**config.mk**
```make
export PLATFORM = sky130hd
export DESIGN_NAME = cmr_core
export DESIGN_NICKNAME = d
export VERILOG_FILES = /design/src/hw/cmr_pkg.sv /design/src/hw/cmr_decode.sv /design/src/hw/cmr_core.sv
export SDC_FILE = /design/constraint.sdc
export NUM_CORES = 1
export LEC_CHECK = 0
export ABC_AREA = 1
export BUFFER_PORTS_ARGS = -buffer_cell sky130_fd_sc_hd__buf_4
export CAP_MARGIN = 20
export CORE_MARGIN = 2
export CORE_UTILIZATION = 40
export DETAILED_ROUTE_END_ITERATION = 10
export GPL_TIMING_DRIVEN = 0
export PLACE_DENSITY = 0.75
export SETUP_SLACK_MARGIN = 0.5
export SLEW_MARGIN = 20
export SYNTH_ARGS = -nofsm -noshare
export SYNTH_HDL_FRONTEND = slang
export SYNTH_SLANG_ARGS = --single-unit
```
**constraint.sdc**
```tcl
create_clock -name i_clk -period 1.72 [get_ports i_clk]
set_clock_uncertainty 0.15 [all_clocks]
set_input_delay 0.258 -clock i_clk [delete_from_list [all_inputs] [get_ports i_clk]]
set_output_delay 0.258 -clock i_clk [all_outputs]
set_load 0.1 [all_outputs]
```
**src/hw/cmr_pkg.sv**
```systemverilog
package cmr_pkg;
	// Instruction word and operand layout
	localparam int INSTR_W = 14;
	localparam int FADDR_W = 7;
	localparam int LIT_W = 8;
	localparam int PC_W = 13;

	// Match patterns: a word matches when (word & mask) == value.
	// Masks leave the don't-care positions out of the match.
	localparam logic [13:0] STORE_MASK = 14'h3F80;
	localparam logic [13:0] STORE_VAL = 14'h0080;
	localparam logic [13:0] NOP_MASK = 14'h3F9F;
	localparam logic [13:0] NOP_VAL = 14'h0000;
	localparam logic [13:0] RFI_MASK = 14'h3FFF;
	localparam logic [13:0] RFI_VAL = 14'h0009;
	localparam logic [13:0] LIT_MASK = 14'h3C00;
	localparam logic [13:0] LOADLIT_VAL = 14'h3000;
	localparam logic [13:0] RETLIT_VAL = 14'h3400;

	// Global interrupt enable position in the interrupt control register
	localparam int GIE_BIT = 7;
	localparam logic [7:0] GIE_SET_MASK = 8'h80;

	// Reset values
	localparam logic [7:0] ACC_RST = 8'h00;
	localparam logic [12:0] PC_RST = 13'h0000;

	// Decoded operations
	typedef enum logic [2:0] {
		CMR_OP_NOP,
		CMR_OP_STORE,
		CMR_OP_LOADLIT,
		CMR_OP_RFI,
		CMR_OP_RETLIT,
		CMR_OP_OTHER
	} cmr_op_t;

	// Execution states
	typedef enum logic {
		CMR_ST_EXEC,
		CMR_ST_FLUSH
	} cmr_state_t;
endpackage

```
**src/hw/cmr_decode.sv**
```systemverilog
`timescale 1ns/1ps
// Combinational decoder for the move, no-op and return group
module cmr_decode (
	input wire logic [13:0] i_instr,
	output cmr_pkg::cmr_op_t o_op,
	output logic [7:0] o_literal,
	output logic [6:0] o_faddr
);
	// Pattern test shared by every opcode
	function automatic logic hit(input logic [13:0] w,
			input logic [13:0] m, input logic [13:0] v);
		hit = (w & m) == v;
	endfunction

	// Don't-care bits are masked out, so any filler decodes alike
	always_comb begin
		if (hit(i_instr, cmr_pkg::STORE_MASK, cmr_pkg::STORE_VAL)) begin
			o_op = cmr_pkg::CMR_OP_STORE;
		end else if (hit(i_instr, cmr_pkg::RFI_MASK, cmr_pkg::RFI_VAL)) begin
			o_op = cmr_pkg::CMR_OP_RFI;
		end else if (hit(i_instr, cmr_pkg::NOP_MASK, cmr_pkg::NOP_VAL)) begin
			o_op = cmr_pkg::CMR_OP_NOP;
		end else if (hit(i_instr, cmr_pkg::LIT_MASK,
				cmr_pkg::LOADLIT_VAL)) begin
			o_op = cmr_pkg::CMR_OP_LOADLIT;
		end else if (hit(i_instr, cmr_pkg::LIT_MASK,
				cmr_pkg::RETLIT_VAL)) begin
			o_op = cmr_pkg::CMR_OP_RETLIT;
		end else begin
			o_op = cmr_pkg::CMR_OP_OTHER;
		end
	end

	// Operand fields sit in the low bits
	assign o_literal = i_instr[7:0];
	assign o_faddr = i_instr[6:0];
endmodule

```
**src/hw/cmr_core.sv**
```systemverilog
`timescale 1ns/1ps
module cmr_core #(
	parameter int PC_W = cmr_pkg::PC_W
) (
	input wire logic i_clk,
	input wire logic i_rst,
	input wire logic [13:0] i_instr,
	input wire logic i_instr_valid,
	output logic o_ready,
	input wire logic [PC_W-1:0] i_top_of_stack,
	output logic o_stack_pop,
	output logic [PC_W-1:0] o_pc,
	output logic [7:0] o_acc,
	output logic o_file_we,
	output logic [6:0] o_file_addr,
	output logic [7:0] o_file_wdata,
	output logic o_irq_ctrl_set,
	output logic [7:0] o_irq_ctrl_mask,
	output logic o_unsupported
);
	// Counter must hold at least the documented program space; the check only bounds PC_W to 1..16
	if (PC_W < 1 || PC_W > 16) begin : g_pc_w_check
		$error("cmr_core: PC_W out of range");
	end

	typedef struct packed {
		cmr_pkg::cmr_state_t state;
		logic [PC_W-1:0] pc;
		logic [7:0] acc;
		logic pop;
		logic file_we;
		logic [6:0] file_addr;
		logic [7:0] file_wdata;
		logic gie_set;
		logic unsupported;
	} cmr_core_t;

	cmr_core_t r;
	cmr_core_t next_r;
	cmr_pkg::cmr_op_t dec_op;
	logic [7:0] dec_lit;
	logic [6:0] dec_faddr;
	logic take;

	cmr_decode u_dec (
		.i_instr(i_instr),
		.o_op(dec_op),
		.o_literal(dec_lit),
		.o_faddr(dec_faddr)
	);

	// Second cycle of a return is a dead slot while the fetch refills
	assign o_ready = (r.state == cmr_pkg::CMR_ST_EXEC);
	assign take = o_ready && i_instr_valid;

	// Next-state logic; no status flag is ever written by this group
	always_comb begin
		next_r = r;
		next_r.pop = 1'b0;
		next_r.file_we = 1'b0;
		next_r.gie_set = 1'b0;
		next_r.unsupported = 1'b0;
		if (r.state == cmr_pkg::CMR_ST_FLUSH) begin
			next_r.state = cmr_pkg::CMR_ST_EXEC;
		end else if (take) begin
			unique case (dec_op)
				cmr_pkg::CMR_OP_STORE: begin
					next_r.file_we = 1'b1;
					next_r.file_addr = dec_faddr;
					next_r.file_wdata = r.acc;
					next_r.pc = r.pc + 1'b1;
				end
				cmr_pkg::CMR_OP_LOADLIT: begin
					next_r.acc = dec_lit;
					next_r.pc = r.pc + 1'b1;
				end
				cmr_pkg::CMR_OP_NOP: begin
					next_r.pc = r.pc + 1'b1;
				end
				cmr_pkg::CMR_OP_RFI: begin
					next_r.pc = i_top_of_stack;
					next_r.pop = 1'b1;
					next_r.gie_set = 1'b1;
					next_r.state = cmr_pkg::CMR_ST_FLUSH;
				end
				cmr_pkg::CMR_OP_RETLIT: begin
					next_r.acc = dec_lit;
					next_r.pc = i_top_of_stack;
					next_r.pop = 1'b1;
					next_r.state = cmr_pkg::CMR_ST_FLUSH;
				end
				cmr_pkg::CMR_OP_OTHER: begin
					// Belongs to another execution unit; flag and step on
					next_r.unsupported = 1'b1;
					next_r.pc = r.pc + 1'b1;
				end
			endcase
		end
	end

	// State register with synchronous reset
	always_ff @(posedge i_clk) begin
		if (i_rst) begin
			r <= '{state: cmr_pkg::CMR_ST_EXEC, pc: PC_W'(cmr_pkg::PC_RST),
				acc: cmr_pkg::ACC_RST, pop: 1'b0, file_we: 1'b0,
				file_addr: 7'h00, file_wdata: 8'h00, gie_set: 1'b0,
				unsupported: 1'b0};
		end else begin
			r <= next_r;
		end
	end

	// Outputs come straight from the state register
	assign o_pc = r.pc;
	assign o_acc = r.acc;
	assign o_stack_pop = r.pop;
	assign o_file_we = r.file_we;
	assign o_file_addr = r.file_addr;
	assign o_file_wdata = r.file_wdata;
	assign o_irq_ctrl_set = r.gie_set;
	// Only the enable bit is touched; other bits keep their value
	assign o_irq_ctrl_mask = r.gie_set ? cmr_pkg::GIE_SET_MASK : 8'h00;
	assign o_unsupported = r.unsupported;
endmodule

```
==> results.md <==
Outcome:
- The run finished with clean final reports.

Synthesis:
- The top cell type by area accounts for around two fifths of the synthesized area.
- For this run, the register share of the synthesized area comes to slightly below 40%.
- The mean area per synthesized cell is between 6 and 7 sq um.
- The synthesized design spends more area on one cell type than any other, namely sky130_fd_sc_hd__dfxtp_1.
- Summing every instance area after synthesis gives 2040 sq um.
- The total of flip-flops plus latches after synthesis is 40.
- Ranked by total cell area, the synthesized netlist is headed by sky130_fd_sc_hd__dfxtp_1, sky130_fd_sc_hd__nand2_1, sky130_fd_sc_hd__nand3_1.
- The cell count after synthesis came out at ~310.
- The netlist uses 25 different library cells.
- The number of warning messages in the yosys log is 0.

Layout:
- Leaving out fill and tap cells, the most frequent cell in the layout is sky130_fd_sc_hd__buf_4.
- The final non-filler cell area is between 4000 and 5000 sq um.
- Fill cells in the final layout number about 260.
- The top cell types in the final layout, fill and taps aside, are sky130_fd_sc_hd__buf_4, sky130_fd_sc_hd__nand2_1, sky130_fd_sc_hd__buf_12.
- The area growth from synthesis to layout is 112%.
- 0 antenna diodes ended up in the layout.
- The share of final-layout standard cells stronger than drive strength 1 is between 60% and 70%.
- The net count of the finished layout is ~470.

Global route:
- The overall track demand over capacity in global routing is 28.8%.
- The sum of overflow across all layers after global routing is 0.
- The via count of the first global-routing pass is ~2700.
- The initial antenna violation count is 0.
- The first-pass GRT wire length is approximately 12 mm.
- The largest net degree at the start of global routing is 14.

Floorplanning:
- The floorplan step defined a core boundary enclosing approximately 5000 sq um.
- The number of cell rows is 26.
- The die is between 70 and 80 um tall.
- The number of primary I/O pins is between 70 and 80.
- The initial core utilization is 40.8%.
- The die covers ~5700 sq um.
- In this run the horizontal extent of the chip is between 70 and 80 um.

Clock tree:
- The clock sink count is 40.
- The quantity of hold-fixing buffers added after cts is 0.
- The latest clock arrival within the worst-skew pair is about 0.30 ns.
- The clock tree root driver cell is sky130_fd_sc_hd__clkbuf_8.
- The H-tree was split into 2 levels.
- The worst-case clock buffer depth is 2.
- The number of CTS-inserted buffers is 5.
- The clock input transition at the sequential cells of the worst setup and hold paths is approximately 0.10 ns.
- The clock tree from TritonCTS is built.

Route:
- The average wire per standard cell is 18.6 um.
- After detailed routing, the number of remaining DRC violations is 0.
- The DRC violation total after the first TritonRoute iteration is about 180.
- The final antenna-violating net count is 0.
- Wires add up to 9.38 mm.
- The routed via count divided by cell count is 5.34.
- The total via count in the routed design is roughly 2700.
- The first TritonRoute pass finished after 5 iterations.

Timing:
- The number of pins with negative max-slew slack in the final report came to 0.
- In the finished design, the share of the clock period the worst path needs comes to 87.5%.
- The setup TNS is 0 ns.
- Headroom to the max-slew limit came out at about 49%.
- The final count of negative-setup-slack endpoints is 0.
- The hold violation total from the final report is 0.
- Setup repair after global routing could not meet its margin everywhere.
- The smallest clock period supported by the final layout is computed as 1.50 ns.
- At the pin with the least slew margin, the transition time is roughly 0.77 ns.
- Timing would allow up to between 0.6 and 0.7 GHz.

Power:
- The share of total power dissipated in the clock network is around 29%.
- Cell internal power was estimated by the tool at about 1.5 mW.
- Power comes to between 2 and 2.5 mW.
- In this run the power spent charging and discharging nets is just over 0.8 mW.
- Registers are responsible for approximately two fifths of the overall power.
- The switching portion of total power is 35.8%.
- Dividing total power by cell area gives a power density of ~520 nW/um^2.
- For this design the static power due to leakage is between 1.5 and 2 nW.
- The worst-case IR drop observed on VDD is just over 400 uV.
- The combinational share of power is around 29%.

Worst setup path:
- The critical path launch point type is a flip-flop.
- The endpoint kind of the worst setup timing path is a flip-flop.
- At the worst endpoint, the arrival time is about 1.6 ns.
- By startpoint and endpoint, the worst setup path is classified as reg -> reg.
- In this run the worst path has a maximum fanout of 8.
- For the worst setup path, the data required time is 1.80 ns.
- The cell count of the worst reg-to-reg path is 9.

Placed design:
- The half-perimeter wire length after detailed placement is between 4 and 5 mm.
- The congestion estimate from routability-driven global placement came to 0.842.
- The count of buffers inserted at the top-level ports is slightly above 70.
- The post-detailed-placement cell area is around 2800 sq um.

Flow run:
- Across the run, the number of max-cap violations was 0.

Min path:
- The worst hold path was traced through 3 stages.
- The worst hold path belongs to the class in -> reg.
cells by family after synthesis:
kind of cell / after synthesis / synth area share, %
fa+ha+maj: 1 / 0.612
other cells: 1 / 0.183
xor+xnor: 6 / 2.57
simple gates: 169 / 36.4
compound gates: 39 / 9.91
buf+inv: 49 / 11.2
flops: 40 / 39.2
cell usage after synthesis (all sizes together):
cell type,number
nor2,36
o21ai,9
conb,1
dfxtp,40
nor3,3
nand4,6
inv,30
xnor2,2
buf,14
clkbuf,5
xor2,4
nand3b,1
a31oi,1
nand2,88
a21oi,29
ha,1
nand3,35
repair_timing:
item,in CTS,in global routing
endpoints found under the setup margin,79,82
buffers inserted,24,14
resized for setup,199,68
gates cloned,6,1
pin swaps,18,30
hold endpoints to repair,0,0
stage by stage:
step | cells | hold WS (ns) | setup WS [ns] | util, %
after global routing | 505 | 0.0616 | 0.0720 | 86.6
after CTS | 490 | 0.0447 | 0.256 | 79.0
after detailed placement | 452 | 0.301 | 0.0445 | 56.1
after global placement | 452 | 0.294 | 0.0837 | 56.1
final | 505 | 0.0700 | 0.215 | 86.6
after floorplan | 311 | 0.243 | -0.269 | -
metal layers:
| metal | wire (um) | global-route usage (%) | share of wire [%] | vias up |
|---|---|---|---|---|
| met5 | 0 | 0 | 0 | - |
| met4 | 356 | 13.6 | 3.8 | 0 |
| met3 | 660 | 6.75 | 7.0 | 33 |
| met2 | 5020 | 51.8 | 54 | 162 |
| met1 | 3340 | 31.8 | 36 | 1283 |
| li1 | - | - | - | 1220 |
critical path, stage by stage, from the launching register on:
cell and delay, ns:
sky130_fd_sc_hd__dfxtp_4 0.37, sky130_fd_sc_hd__ha_4 0.15, sky130_fd_sc_hd__nand2_4 0.06, sky130_fd_sc_hd__nor2_4 0.22, sky130_fd_sc_hd__nand3_1 0.12, sky130_fd_sc_hd__nand2_1 0.07, sky130_fd_sc_hd__nand2_1 0.04, sky130_fd_sc_hd__nand2_1 0.06
sky130_fd_sc_hd__nand3_1 0.07, sky130_fd_sc_hd__a21oi_2 0.12
sequential cells by signal (all words and copies together) (netlist names):
name,count
o_pc,13
o_acc,8
o_file_wdata,8
o_file_addr,7
o_file_we,1
o_irq_ctrl_set,1
o_stack_pop,1
o_unsupported,1
power by group through the flow:
stage	Sequential (mW)	Combinational (mW)	Clock, mW
after global placement	0.988	0.443	0
after detailed placement	0.988	0.448	0
after CTS	0.958	0.596	0.642
after floorplan	1.12	0.191	0
after global routing	0.951	0.692	0.705
final	0.949	0.668	0.661
worst paths after layout:
kind                   from              to  slack, ns
max                 o_pc[1]        o_pc[10]       0.22
min              i_instr[5]        o_acc[5]       0.07
max reg2reg         o_pc[1]        o_pc[10]       0.22
min reg2reg  o_file_addr[3]  o_file_addr[3]       0.34
final cells by class:
type,instances,area (sq um),share of cell area [%]
Multi-Input combinational cell,222,1400,32.2
Clock buffer,6,72.6,1.67
Timing Repair inverter,1,16.3,0.375
Buffer,19,189,4.35
Tap cell,70,87.6,2.02
Inverter,30,145,3.34
Timing Repair Buffer,115,1510,34.7
Sequential cell,40,911,21.0
Clock inverter,2,15.0,0.346
No activity file was read; power rests on OpenSTA's default activity.
